==> config.mk <==
export PLATFORM = sky130hd
export DESIGN_NAME = sbk_brake_ctrl
export DESIGN_NICKNAME = d
export VERILOG_FILES = /design/src/rtl/sbk_pkg.sv /design/src/rtl/sbk_brake_ctrl.sv
export SDC_FILE = /design/constraint.sdc
export NUM_CORES = 1
export LEC_CHECK = 0
export ABC_AREA = 1
export ABC_CLOCK_PERIOD_IN_PS = 3400
export BUFFER_PORTS_ARGS = -buffer_cell sky130_fd_sc_hd__clkbuf_2
export CAP_MARGIN = 10
export CORE_ASPECT_RATIO = 2
export CORE_MARGIN = 5
export CORE_UTILIZATION = 30
export CTS_BUF_LIST = sky130_fd_sc_hd__clkbuf_4 sky130_fd_sc_hd__clkbuf_8
export CTS_CLUSTER_SIZE = 8
export DETAILED_ROUTE_END_ITERATION = 10
export GPL_TIMING_DRIVEN = 0
export PLACE_DENSITY_LB_ADDON = 0.25
export SLEW_MARGIN = 20
export SYNTH_ARGS = -nofsm -noshare
export SYNTH_HDL_FRONTEND = slang
export SYNTH_SLANG_ARGS = --single-unit
==> constraint.sdc <==
create_clock -name mclk -period 3.4 [get_ports mclk]
set_clock_uncertainty 0.2 [all_clocks]
set_input_delay 0.17 -clock mclk [delete_from_list [all_inputs] [get_ports mclk]]
set_output_delay 0.17 -clock mclk [all_outputs]
set_load 0.02 [all_outputs]
==> src/rtl/sbk_pkg.sv <==
// Purpose: Constants for the brake interlock and stop-method block.
// Assumes: 100 MHz mclk; the delay setting unit is one millisecond tick.
// Notes:   Register offsets index 32-bit words on the plain register port.
package sbk_pkg;
   // ----------------------------------------------------------------------
   // Register map
   // ----------------------------------------------------------------------
   localparam logic [3:0]  ADDR_CTRL      = 4'h0;
   localparam logic [3:0]  ADDR_ROUTE     = 4'h1;
   localparam logic [3:0]  ADDR_OFF_DLY   = 4'h2;
   localparam logic [3:0]  ADDR_SPD_THR   = 4'h3;
   localparam logic [3:0]  ADDR_TRQ_LIM   = 4'h4;
   localparam logic [3:0]  ADDR_STATUS    = 4'h5;
   localparam logic [3:0]  ADDR_IRQ_STAT  = 4'h6;
   localparam logic [3:0]  ADDR_IRQ_MASK  = 4'h7;
   localparam logic [3:0]  ADDR_OTHER_OUT = 4'h8;
   // ----------------------------------------------------------------------
   // Fields and reset values
   // ----------------------------------------------------------------------
   localparam int          CTRL_STOP_BIT  = 0;
   localparam logic [3:0]  ROUTE_RST      = 4'h0;
   localparam int          NUM_TERM       = 6;
   localparam logic [8:0]  OFF_DLY_MAX    = 9'h1f4;
   localparam logic [8:0]  OFF_DLY_RST    = 9'h000;
   localparam logic [8:0]  TRQ_LIM_MAX    = 9'h12c;
   localparam logic [8:0]  TRQ_LIM_RST    = 9'h12c;
   localparam logic [15:0] SPD_THR_RST    = 16'h0064;
   localparam int          IRQ_W          = 3;
   localparam int          IRQ_ENGAGE     = 0;
   localparam int          IRQ_ALARM      = 1;
   localparam int          IRQ_PWR_LOSS   = 2;
   // ----------------------------------------------------------------------
   // Timing
   // ----------------------------------------------------------------------
   localparam int          CLK_HZ         = 100_000_000;
   localparam int          TICK_US        = 1000;
   localparam int          TICK_CYC       = CLK_HZ / 1_000_000 * TICK_US;
   localparam logic [16:0] TICK_LAST      = 17'(TICK_CYC - 1);
   // Stop-method states.
   typedef enum logic [1:0] {SBK_RUN, SBK_DECEL, SBK_COAST} sbk_stop_t;
endpackage : sbk_pkg

==> src/rtl/sbk_brake_ctrl.sv <==
// Purpose: Holding-brake interlock, servo-off delay and stop-method choice.
// Assumes: Pin inputs are asynchronous; speed inputs come from mclk logic.
// Notes:   Terminal outputs are active-high "function asserted" levels.
//
// Behaviour
// - Brake output low releases the brake, high engages the holding brake.
// - Terminal-select digit 1..6 routes the brake output to that terminal.
// - Terminal-select zero drives the brake output on no terminal.
// - A terminal shows the OR of every function assigned to it.
// - Brake engages the moment servo-on goes to servo-off by default.
// - Motor stays energised for a delay of 0..500 after engaging.
// - Alarm de-energises the motor at once, ignoring the delay.
// - Alarm during rotation stops motor, then engages brake at set speed.
// - Speed threshold above the motor maximum is clipped to the maximum.
// - Stop digit 0 decelerates with torque limit then coasts; 1 coasts.
// - Chosen servo-off method applies on servo-off only; main power off always decelerates.
// - Power loss forces a decelerating stop whatever the setting.
// - Alarm stops the motor by coasting, de-energised.
// - Stop torque limit is 0..300 percent, factory value 300.
//
// Design decisions made here: strobed register access and the register offsets.
`timescale 1ns/100ps
module sbk_brake_ctrl (
   // Clock and reset
   input  wire logic        mclk,
   input  wire logic        resetn,
   // Register port
   input  wire logic [3:0]  reg_addr,
   input  wire logic [31:0] reg_wdata,
   input  wire logic        reg_wr,
   input  wire logic        reg_rd,
   output logic      [31:0] reg_rdata,
   // Drive status pins
   input  wire logic        servo_on_in,
   input  wire logic        main_power_ok,
   input  wire logic        ctrl_power_ok,
   input  wire logic        alarm_in,
   // Speed feedback from the motion loop
   input  wire logic [15:0] motor_speed,
   input  wire logic [15:0] motor_max_speed,
   input  wire logic        rotation_detect_out,
   // Motor command outputs
   output logic             motor_energise,
   output logic             decel_active,
   output logic [8:0]       stop_torque_limit,
   output logic             brake_release_out,
   output logic [5:0]       out_term,
   output logic             irq
);
   // ----------------------------------------------------------------------
   // Input synchronisers
   // ----------------------------------------------------------------------
   // Each pin has its own two-stage chain; only the second stage is read.
   // Power pins reset as lost, so nothing can run before the supplies are seen.
   logic [3:0] pin_raw;
   logic [3:0] pin_s1_q;
   logic [3:0] pin_s2_q;
   assign pin_raw = {alarm_in, ctrl_power_ok, main_power_ok, servo_on_in};
   genvar p;
   generate
      for (p = 0; p < 4; p++) begin : g_sync
         always_ff @(posedge mclk or negedge resetn) begin
            if (!resetn) begin
               pin_s1_q[p] <= 1'b0;
               pin_s2_q[p] <= 1'b0;
            end else begin
               pin_s1_q[p] <= pin_raw[p];
               pin_s2_q[p] <= pin_s1_q[p];
            end
         end
      end
   endgenerate
   logic son;
   logic pwr_ok;
   logic alarm;
   assign son    = pin_s2_q[0];
   assign pwr_ok = pin_s2_q[1] & pin_s2_q[2];
   assign alarm  = pin_s2_q[3];

   // ----------------------------------------------------------------------
   // Configuration registers
   // ----------------------------------------------------------------------
   logic        stop_coast_q;
   logic [3:0]  route_q;
   logic [8:0]  off_dly_q;
   logic [15:0] spd_thr_q;
   logic [8:0]  trq_lim_q;
   logic [5:0]  other_out_q;
   logic [2:0]  irq_mask_q;
   // Out-of-range delay and torque-limit writes saturate, so neither passes its top value.
   function automatic logic [8:0] sat9(input logic [31:0] v, input logic [8:0] top);
      sat9 = (v > {23'h0, top}) ? top : v[8:0];
   endfunction : sat9
   // One process per register keeps a decode slip from touching the others.
   always_ff @(posedge mclk or negedge resetn) begin
      if (!resetn) begin
         stop_coast_q <= 1'b0;
      end else if (reg_wr && reg_addr == sbk_pkg::ADDR_CTRL) begin
         stop_coast_q <= reg_wdata[sbk_pkg::CTRL_STOP_BIT];
      end
   end
   always_ff @(posedge mclk or negedge resetn) begin
      if (!resetn) begin
         route_q <= sbk_pkg::ROUTE_RST;
      end else if (reg_wr && reg_addr == sbk_pkg::ADDR_ROUTE) begin
         route_q <= reg_wdata[3:0];
      end
   end
   always_ff @(posedge mclk or negedge resetn) begin
      if (!resetn) begin
         off_dly_q <= sbk_pkg::OFF_DLY_RST;
      end else if (reg_wr && reg_addr == sbk_pkg::ADDR_OFF_DLY) begin
         off_dly_q <= sat9(reg_wdata, sbk_pkg::OFF_DLY_MAX);
      end
   end
   always_ff @(posedge mclk or negedge resetn) begin
      if (!resetn) begin
         spd_thr_q <= sbk_pkg::SPD_THR_RST;
      end else if (reg_wr && reg_addr == sbk_pkg::ADDR_SPD_THR) begin
         spd_thr_q <= reg_wdata[15:0];
      end
   end
   always_ff @(posedge mclk or negedge resetn) begin
      if (!resetn) begin
         trq_lim_q <= sbk_pkg::TRQ_LIM_RST;
      end else if (reg_wr && reg_addr == sbk_pkg::ADDR_TRQ_LIM) begin
         trq_lim_q <= sat9(reg_wdata, sbk_pkg::TRQ_LIM_MAX);
      end
   end
   always_ff @(posedge mclk or negedge resetn) begin
      if (!resetn) begin
         irq_mask_q <= 3'h0;
      end else if (reg_wr && reg_addr == sbk_pkg::ADDR_IRQ_MASK) begin
         irq_mask_q <= reg_wdata[2:0];
      end
   end
   always_ff @(posedge mclk or negedge resetn) begin
      if (!resetn) begin
         other_out_q <= 6'h00;
      end else if (reg_wr && reg_addr == sbk_pkg::ADDR_OTHER_OUT) begin
         other_out_q <= reg_wdata[5:0];
      end
   end
   assign stop_torque_limit = trq_lim_q;

   // ----------------------------------------------------------------------
   // Millisecond tick
   // ----------------------------------------------------------------------
   // The divider runs free, so the first delay step may be up to one tick
   // short; the delay is therefore accurate to within one millisecond.
   logic [16:0] tick_cnt_q;
   logic        tick;
   assign tick = (tick_cnt_q == sbk_pkg::TICK_LAST);
   always_ff @(posedge mclk or negedge resetn) begin
      if (!resetn) begin
         tick_cnt_q <= 17'h00000;
      end else begin
         tick_cnt_q <= tick ? 17'h00000 : tick_cnt_q + 17'h00001;
      end
   end

   // ----------------------------------------------------------------------
   // Brake interlock
   // ----------------------------------------------------------------------
   // A speed threshold above what the motor can reach is never crossed, so
   // it is clipped to the motor maximum.
   logic [15:0] eff_thr;
   assign eff_thr = (spd_thr_q > motor_max_speed) ? motor_max_speed : spd_thr_q;
   logic over_thr;
   assign over_thr = motor_speed > eff_thr;

   logic engage_q;
   logic engage_d;
   logic alarm_run_q;
   // Servo-on releases the brake only with no alarm and both supplies present.
   always_comb begin
      engage_d = engage_q;
      if (son && !alarm && pwr_ok) begin
         engage_d = 1'b0;
      end else if (alarm && over_thr) begin
         // Hold release while still above the threshold after an alarm.
         engage_d = engage_q;
      end else begin
         engage_d = 1'b1;
      end
   end
   always_ff @(posedge mclk or negedge resetn) begin
      if (!resetn) begin
         engage_q    <= 1'b1;
         alarm_run_q <= 1'b0;
      end else begin
         engage_q    <= engage_d;
         alarm_run_q <= alarm && over_thr;
      end
   end
   // Low means release, high means hold.
   assign brake_release_out = engage_q;

   // Servo-off delay counts ticks from the engage edge.
   logic [8:0] dly_cnt_q;
   logic       dly_done_q;
   always_ff @(posedge mclk or negedge resetn) begin
      if (!resetn) begin
         dly_cnt_q  <= 9'h000;
         dly_done_q <= 1'b1;
      end else if (!engage_q) begin
         dly_cnt_q  <= 9'h000;
         dly_done_q <= 1'b0;
      end else if (!dly_done_q) begin
         if (dly_cnt_q >= off_dly_q) begin
            dly_done_q <= 1'b1;
         end else if (tick) begin
            dly_cnt_q <= dly_cnt_q + 9'h001;
         end
      end
   end

   // ----------------------------------------------------------------------
   // Stop method
   // ----------------------------------------------------------------------
   sbk_pkg::sbk_stop_t stop_q;
   // Servo-on is honoured only with power present; a stop in progress is
   // abandoned at once when both come back.
   always_ff @(posedge mclk or negedge resetn) begin
      if (!resetn) begin
         stop_q <= sbk_pkg::SBK_COAST;
      end else if (alarm) begin
         stop_q <= sbk_pkg::SBK_COAST;
      end else begin
         unique case (stop_q)
            sbk_pkg::SBK_RUN: begin
               if (!pwr_ok) begin
                  stop_q <= sbk_pkg::SBK_DECEL;
               end else if (!son) begin
                  stop_q <= stop_coast_q ? sbk_pkg::SBK_COAST : sbk_pkg::SBK_DECEL;
               end
            end
            sbk_pkg::SBK_DECEL: begin
               // The decelerating stop must end on power loss too, or the motor
               // would stay energised at standstill until power came back.
               if (son && pwr_ok) begin
                  stop_q <= sbk_pkg::SBK_RUN;
               end else if (motor_speed == 16'h0000) begin
                  stop_q <= sbk_pkg::SBK_COAST;
               end
            end
            sbk_pkg::SBK_COAST: begin
               if (son && pwr_ok) begin
                  stop_q <= sbk_pkg::SBK_RUN;
               end
            end
            default: stop_q <= sbk_pkg::SBK_COAST;
         endcase
      end
   end
   // Motor stays energised through the run, the decel and the brake delay,
   // but an alarm cuts it regardless of the delay.
   assign motor_energise = !alarm &&
                           (stop_q == sbk_pkg::SBK_RUN || stop_q == sbk_pkg::SBK_DECEL ||
                            !dly_done_q);
   assign decel_active   = (stop_q == sbk_pkg::SBK_DECEL) && !alarm;

   // ----------------------------------------------------------------------
   // Output terminal routing
   // ----------------------------------------------------------------------
   // The brake level is ORed with other functions; sharing a terminal with
   // a bit set in the other-output register can pin it high and defeat the brake timing.
   // Route values above six match no terminal, so they act like zero.
   genvar t;
   generate
      for (t = 0; t < sbk_pkg::NUM_TERM; t++) begin : g_term
         logic sel;
         assign sel = (route_q == 4'(t + 1));
         always_ff @(posedge mclk or negedge resetn) begin
            if (!resetn) begin
               out_term[t] <= 1'b0;
            end else begin
               out_term[t] <= (sel & engage_q) | other_out_q[t];
            end
         end
      end
   endgenerate

   // ----------------------------------------------------------------------
   // Interrupts
   // ----------------------------------------------------------------------
   logic [2:0] irq_stat_q;
   logic [2:0] ev;
   logic       alarm_d1_q;
   logic       pwr_d1_q;
   always_ff @(posedge mclk or negedge resetn) begin
      if (!resetn) begin
         alarm_d1_q <= 1'b0;
         pwr_d1_q   <= 1'b0;
      end else begin
         alarm_d1_q <= alarm;
         pwr_d1_q   <= pwr_ok;
      end
   end
   // Edges come from the synchronised levels, so a pin pulse shorter than a
   // clock cycle may be missed.
   assign ev[sbk_pkg::IRQ_ENGAGE]   = engage_d & ~engage_q;
   assign ev[sbk_pkg::IRQ_ALARM]    = alarm & ~alarm_d1_q;
   assign ev[sbk_pkg::IRQ_PWR_LOSS] = pwr_d1_q & ~pwr_ok;
   always_ff @(posedge mclk or negedge resetn) begin
      if (!resetn) begin
         irq_stat_q <= 3'h0;
      end else begin
         // A new event wins over a write-one-to-clear in the same cycle.
         irq_stat_q <= (irq_stat_q &
                       ~((reg_wr && reg_addr == sbk_pkg::ADDR_IRQ_STAT) ? reg_wdata[2:0] : 3'h0))
                       | ev;
      end
   end
   assign irq = |(irq_stat_q & irq_mask_q);

   // ----------------------------------------------------------------------
   // Read data
   // ----------------------------------------------------------------------
   // The status fields are gathered into one word so a read sees one cycle.
   logic [31:0] status_word;
   assign status_word = {24'h0, alarm_run_q, rotation_detect_out, stop_q, dly_done_q,
                         motor_energise, engage_q, son};
   always_ff @(posedge mclk or negedge resetn) begin
      if (!resetn) begin
         reg_rdata <= 32'h00000000;
      end else if (reg_rd) begin
         unique case (reg_addr)
            sbk_pkg::ADDR_CTRL:      reg_rdata <= {31'h0, stop_coast_q};
            sbk_pkg::ADDR_ROUTE:     reg_rdata <= {28'h0, route_q};
            sbk_pkg::ADDR_OFF_DLY:   reg_rdata <= {23'h0, off_dly_q};
            sbk_pkg::ADDR_SPD_THR:   reg_rdata <= {16'h0, spd_thr_q};
            sbk_pkg::ADDR_TRQ_LIM:   reg_rdata <= {23'h0, trq_lim_q};
            sbk_pkg::ADDR_STATUS:    reg_rdata <= status_word;
            sbk_pkg::ADDR_IRQ_STAT:  reg_rdata <= {29'h0, irq_stat_q};
            sbk_pkg::ADDR_IRQ_MASK:  reg_rdata <= {29'h0, irq_mask_q};
            sbk_pkg::ADDR_OTHER_OUT: reg_rdata <= {26'h0, other_out_q};
            default:                 reg_rdata <= 32'h00000000;
         endcase
      end else begin
         reg_rdata <= 32'h00000000;
      end
   end
endmodule : sbk_brake_ctrl

==> results of run 1 <==
[path summary, 6_finish.rpt]
| kind | startpoint | endpoint | cells after the start |
|---|---|---|---|
| min | motor_speed[1] | stop_q[0] | 7 |
| max reg2reg | spd_thr_q[7] | irq_stat_q[0] | 19 |
| max | spd_thr_q[7] | irq_stat_q[0] | 19 |
| min reg2reg | pin_s1_q[2] | pin_s2_q[2] | 0 |
| min in group asynchronous | resetn | pin_s1_q[3] | 3 |
| max in group asynchronous | resetn | alarm | 4 |
[metrics by stage]
step | cell area, µm² | util | std cells | setup WS (ns)
6_report | 8400 | 0.382 | 1317 | 0.303
5_1_grt | 8400 | 0.382 | 1316 | 0.0228
4_1_cts | 8380 | 0.382 | 1316 | 0.282
3_5_place_dp | 7640 | 0.348 | 1252 | 0.279
3_3_place_gp | 7610 | 0.346 | 1251 | 0.194
2_1_floorplan | 6710 | - | 865 | 0.734
[cell usage in the layout, fill, tap and decap left out, types with 5 or more instances in the layout]
master,count
nand2_1,196
clkbuf_1,5
o21ai_0,56
clkbuf_2,110
dfstp_2,10
dlygate4sd3_1,32
ha_1,43
xor2_1,12
nand3_1,48
nor2_4,5
o22ai_1,16
nand2_2,6
nor4_1,6
dfrtp_1,104
o31ai_1,7
buf_4,19
nor2_1,88
nor3_1,18
inv_1,127
a21oi_1,33
clkbuf_8,19
conb_1,16
nand4_1,16
[power by group through the flow]
stage          registers [mW]  clock network [mW]  logic, mW
6_report                 1.67                1.36       1.02
3_3_place_gp             1.70                   0      0.972
4_1_cts                  1.67                1.39       1.03
3_5_place_dp             1.70                   0      0.998
2_1_floorplan            1.70                   0      0.624
5_1_grt                  1.69                1.45       1.18
[Yosys cell counts (2+ instances only)]
cell / number
nor3_1: 18
xor2_1: 12
nand2_1: 196
nor2_2: 2
nand3_1: 48
ha_1: 43
nand4_2: 2
buf_4: 19
nand2_2: 6
dfrtp_1: 104
a21oi_1: 33
nor2_4: 5
o22ai_1: 16
o31ai_1: 7
o41ai_1: 2
inv_1: 127
o221ai_1: 3
o21ai_0: 56
a221oi_1: 3
buf_2: 4
nor2_1: 89
o21bai_1: 3
dfstp_2: 10
buf_6: 2
nand4_1: 16
clkbuf_1: 6
nor4_1: 6
[flip-flops by register name, indices dropped and copies added (netlist names), 4 cells and up]
| register | count |
|---|---|
| other_out_q | 6 |
| route_q | 4 |
| stop_torque_limit | 9 |
| spd_thr_q | 16 |
| tick_cnt_q | 17 |
| reg_rdata | 16 |
| pin_s1_q | 4 |
| off_dly_q | 9 |
| out_term | 6 |
| dly_cnt_q | 9 |
[area by class of cell]
| cell class | instances | area (µm²) | area share |
|---|---|---|---|
| Inverter | 128 | 480 | 0.0572 |
| Tap cell | 276 | 345 | 0.0411 |
| Sequential cell | 114 | 2870 | 0.341 |
| Clock buffer | 20 | 263 | 0.0313 |
| Buffer | 31 | 209 | 0.0249 |
| Antenna cell | 1 | 2.50 | 0.000298 |
| Timing Repair Buffer | 143 | 907 | 0.108 |
| Multi-Input combinational cell | 592 | 3170 | 0.377 |
| Clock inverter | 12 | 156 | 0.0186 |
[kinds of logic (layout without fill, tap and decap cells)]
kind of cell,Yosys count,after routing,synth area share
other,1,17,0.000563
AOI/OAI and AO/OA,128,128,0.110
adders and majority gates,43,43,0.0808
buffers and inverters,159,334,0.103
and+or+nand+nor,392,392,0.258
DFF,114,114,0.430
xor gates and xnor gates,13,13,0.0171
[routing by layer]
layer  GRT usage  share of wire  vias to the layer above
li1            -              -                     3087
met2       0.326           0.57                      151
met5           0              0                        -
met1       0.158           0.34                     2887
met3      0.0337          0.038                       53
met4      0.0877          0.046                        0
[repair_timing]
action	CTS	global route
hold endpoints to repair	160	0
hold buffers	32	0
gates resized for setup	0	4
setup endpoints to repair	0	1
[tightest hold or removal path, cell delays in order]
cell	delay [ns]
clkbuf_2	0.09
nor2_1	0.04
nand2_1	0.05
nor2_1	0.03
nand2_1	0.06
nand4_1	0.11
o41ai_1	0.09
==> impl_metrics.tcl, run 1 <==
set metrics [dict create \
    synthTopCellsByArea "dfrtp_1, nand2_1, ha_1" \
    syn_avg_cell_area_um2 7.83 \
    grt_max_degree 68 \
    firstDrtPassIters 6 \
    grt_pass1_vias 6278 \
    initial_utilization 0.303 \
    clkPwrFrac 0.335 \
    die_y_um 221 \
    p_leak_nw 4.42 \
    fin_tns_setup_ns 0 \
    fin_nets 1147 \
    required_ns 3.60 \
    slowest_stage "dfrtp_1" \
    cts_tree "built" \
    grt_usage 0.167 \
    maxCapViolCount 0 \
    tightest_slew_ns 0.620 \
    synth_edf_count 0 \
    finalSetupViolCount 0 \
    antenna_found_initial 0 \
    ff2ff_setup_slack_ns 0.30 \
    die_w_um 115 \
    ys_seq_elements 114 \
    pwr_density_cell_nw_per_um2 482 \
    startpoint_type "flop" \
    grt_pass1_wl_um 32400 \
    synth-seq-area-share 0.430 \
    path_cells "ha_1 -> nand2_1 -> nor2_1 -> nand2_1 -> nand2_1 -> nand2_1 -> nand2_2 -> nand2_2 -> buf_4 -> nand2_1 -> nand2_1 -> ha_1 -> a21oi_1 -> o21ai_0 -> a21oi_1 -> nand2_1 -> nand2_1 -> nand3_1 -> nand2_1" \
    cts-root-buf "clkbuf_8" \
    finalCriticalPeriod_ns 3.10 \
    rows 77 \
    ys.flop_type "dfrtp_1" \
    peakVddDrop_mv 0.223 \
    crit_type "reg -> reg" \
    maxSlewViolCount 0 \
    synth.top_cell.area_share 0.391 \
    layout-drive-gt1-share 0.192 \
    yosys_warnings 0 \
    io_buffers 110 \
    slowest_delay_ns 0.42 \
    via_count 6178 \
    hpwl_um 16700 \
    routabilityCongestion 0.892 \
    wirelength_um 20600 \
    die_area_um2 25400 \
    fin_crit_sh 0.911 \
    max_freq_mhz 323 \
    sequentialPowerShare 0.413 \
    cp_max_fo 10 \
    ios 128 \
    clock-sinks 114 \
    synth_cell_type_count 39 \
    status "complete, no violations" \
    cp-end-kind "flop" \
    rsz0062_at_grt "false" \
    via_per_inst 4.69 \
    drcViolationCount 0 \
    slew_headroom 0.586 \
    power_mw 4.05 \
    cts_buffers 17 \
    crit_top_cell "nand2_1" \
    path_delay_family "simple AND/OR/NAND/NOR gates" \
    ys_async_sr_fraction 1.00 \
    synth.largest_area_cell "dfrtp_1" \
    clk_latency_ns 0.45 \
    antenna_left 0 \
    switching_share 0.336 \
    hold_class "in -> reg" \
    power.internal_mw 2.69 \
    power.switching_mw 1.36 \
    synth.cell_area_um2 6660 \
    wl_per_cell_um 15.7 \
    synth_cells 850 \
    arrival_ns 3.29 \
    critPathBufInv 1 \
    cts.reportedPaths.clkPinSlew_ns 0.08 \
    post-cts-setup-buffers 0 \
    clk_path_buf_depth 2 \
    combPwrFrac 0.252 \
    drt_iter0_drc 280 \
    n_fill_cell 2357 \
    core_area_um2 22000 \
    whs_ns 0.0211 \
    htreeDepth 4 \
    grt.overflow.total 0 \
    syn2layout_area_growth_pct 26.2 \
    hold_viol 0 \
]
(Power assumes the default switching activity.)
==> inputs of run 2 (changes only) <==
CORE_ASPECT_RATIO = default   (was 2)
HOLD_SLACK_MARGIN = 0.08   (was default)
==> run 2 against run 1 <==
Compared with the run above: via count down 0.62%; core utilization up 0.69 points; critical path depth down 2; wire length down 5.9%; hold slack better by 0.056 ns; largest power group unchanged; combinational power about the same; sequential cell count unchanged; sequential power about the same; clock power about the same.
==> impl_metrics.tcl, run 2 (synthesis gave the netlist of run 1 again) <==
set metrics [dict create \
    slowest_delay_ns 0.39 \
    sequentialPowerShare 0.411 \
    n_fill_cell 2260 \
    grt.overflow.total 0 \
    cp-end-kind "flop" \
    r2r_cells 17 \
    startpoint_type "flop" \
    power_mw 4.04 \
    layout_setup_ws_ns 0.217 \
    place_area_um2 7650 \
    die_area_um2 25300 \
    hold_class "in -> reg" \
    path_cells "ha_1 -> nand4_1 -> nor2_2 -> nand2_1 -> nand2_2 -> nand2_2 -> buf_4 -> nand2_1 -> nand2_1 -> ha_1 -> a21oi_1 -> o21ai_0 -> a21oi_1 -> nand2_1 -> nand2_2 -> nand3_1 -> nand2_1" \
    min_to "stop_q[0]" \
    cp_max_fo 10 \
    cts-root-buf "clkbuf_8" \
    antenna_found_initial 0 \
    firstDrtPassIters 5 \
    tightest_slew_ns 0.603 \
    finalCriticalPeriod_ns 3.18 \
    fin_nets 1155 \
    reg2reg_to "irq_stat_q[0]" \
    crit_top_cell "nand2_1" \
    htreeDepth 4 \
    slew_headroom 0.598 \
    cts.reportedPaths.clkPinSlew_ns 0.08 \
    fin_crit_sh 0.936 \
    die_y_um 159 \
    drcViolationCount 0 \
    initial_utilization 0.305 \
    wl_per_cell_um 14.6 \
    pwr_density_cell_nw_per_um2 476 \
    hold_start "motor_speed[9]" \
    hpwl_um 14800 \
    grt_usage 0.156 \
    required_ns 3.60 \
    final_cell_mix "nand2_1, inv_1, clkbuf_2" \
    whs_ns 0.0773 \
    final_common_cell "nand2_1" \
    finalSetupViolCount 0 \
    hold_viol 0 \
    path_delay_family "simple AND/OR/NAND/NOR gates" \
    grt_max_degree 74 \
    clock-sinks 114 \
    via_count 6140 \
    io_buffers 110 \
    hold_depth 7 \
    critPathBufInv 1 \
    top_register "tick_cnt_q" \
    fin_area_um2 8490 \
    combPwrFrac 0.251 \
    maxCapViolCount 0 \
    die_w_um 159 \
    largest_register_ffs 17 \
    layout-drive-gt1-share 0.194 \
    status "complete, no violations" \
    antenna_left 0 \
    via_per_inst 4.62 \
    ff2ff_setup_slack_ns 0.22 \
    max_freq_mhz 314 \
    core_area_um2 21800 \
    routabilityCongestion 0.877 \
    switching_share 0.342 \
    grt_pass1_wl_um 31900 \
    ios 128 \
    power.switching_mw 1.38 \
    wirelength_um 19400 \
    diodes 0 \
    power.internal_mw 2.66 \
    p_leak_nw 4.45 \
    maxSlewViolCount 0 \
    regToRegStartpoint "spd_thr_q[15]" \
    post-cts-setup-buffers 0 \
    utilization 0.389 \
    rows 54 \
    peakVddDrop_mv 0.307 \
    syn2layout_area_growth_pct 27.6 \
    arrival_ns 3.38 \
    clk_path_buf_depth 2 \
    worstSetupStartpoint "spd_thr_q[15]" \
    slowest_stage "dfrtp_1" \
    cts_buffers 17 \
    clkPwrFrac 0.338 \
    cts_tree "built" \
    clk_latency_ns 0.46 \
    grt_pass1_vias 6007 \
    crit_type "reg -> reg" \
    drt_iter0_drc 332 \
    top_regs "tick_cnt_q: 17 flops, reg_rdata: 16 flops, spd_thr_q: 16 flops" \
    dp_slack_ns 0.138 \
]
## run 2: area by class of cell
type / count / area (µm²) / area share
buffer: 31 / 209 / 0.0246
clock buffer: 17 / 234 / 0.0275
clock inverter: 15 / 183 / 0.0215
inverter: 128 / 480 / 0.0566
multi-input combinational: 592 / 3180 / 0.374
sequential: 114 / 2870 / 0.337
tap: 280 / 350 / 0.0412
timing repair buffer: 151 / 997 / 0.117
## run 2: worst max-delay path by stage
| stage | slack, ns | to | cells after the start |
|---|---|---|---|
| 2_1_floorplan | 0.73 | irq_stat_q[0] | 22 |
| 3_3_place_gp | 0.14 | tick_cnt_q[14] | 1 |
| 3_5_place_dp | 0.14 | irq_stat_q[0] | 17 |
| 4_1_cts | 0.13 | irq_stat_q[0] | 15 |
| 5_1_grt | -0.009 | irq_stat_q[0] | 17 |
| 6_report | 0.22 | irq_stat_q[0] | 17 |
## run 2: layer usage
metal,GRT usage,wire (µm)
met3,0.0401,1180
met2,0.244,8830
met1,0.217,9220
met4,0.0353,210
met5,0,0
## run 2: worst reg2reg max path: cells and delay by family, from the launching register on
kind / cells / cell delay (ns)
buf+inv: 1 / 0.20
fa+ha+maj: 2 / 0.59
flops: 1 / 0.39
compound gates: 3 / 0.47
simple gates: 11 / 1.29
## run 2: metrics by stage
stage                     std cells  setup TNS (ns)
after detailed placement       1256               0
after CTS                      1328               0
final                          1328               0
after global routing           1328        -0.00877
after floorplan                 865               0
after global placement         1255               0
## run 2: power by group through the flow
stage	Sequential, mW	Combinational [mW]	Clock [mW]
3_3_place_gp	1.68	0.954	0
5_1_grt	1.69	1.17	1.46
2_1_floorplan	1.70	0.624	0
4_1_cts	1.66	1.02	1.40
6_report	1.66	1.02	1.37
3_5_place_dp	1.69	0.978	0
## run 2: timing repair
action	in CTS	in global routing
endpoints found under the hold margin	172	0
gates resized for setup	0	6
hold buffers	40	0
endpoints found under the setup margin	0	2
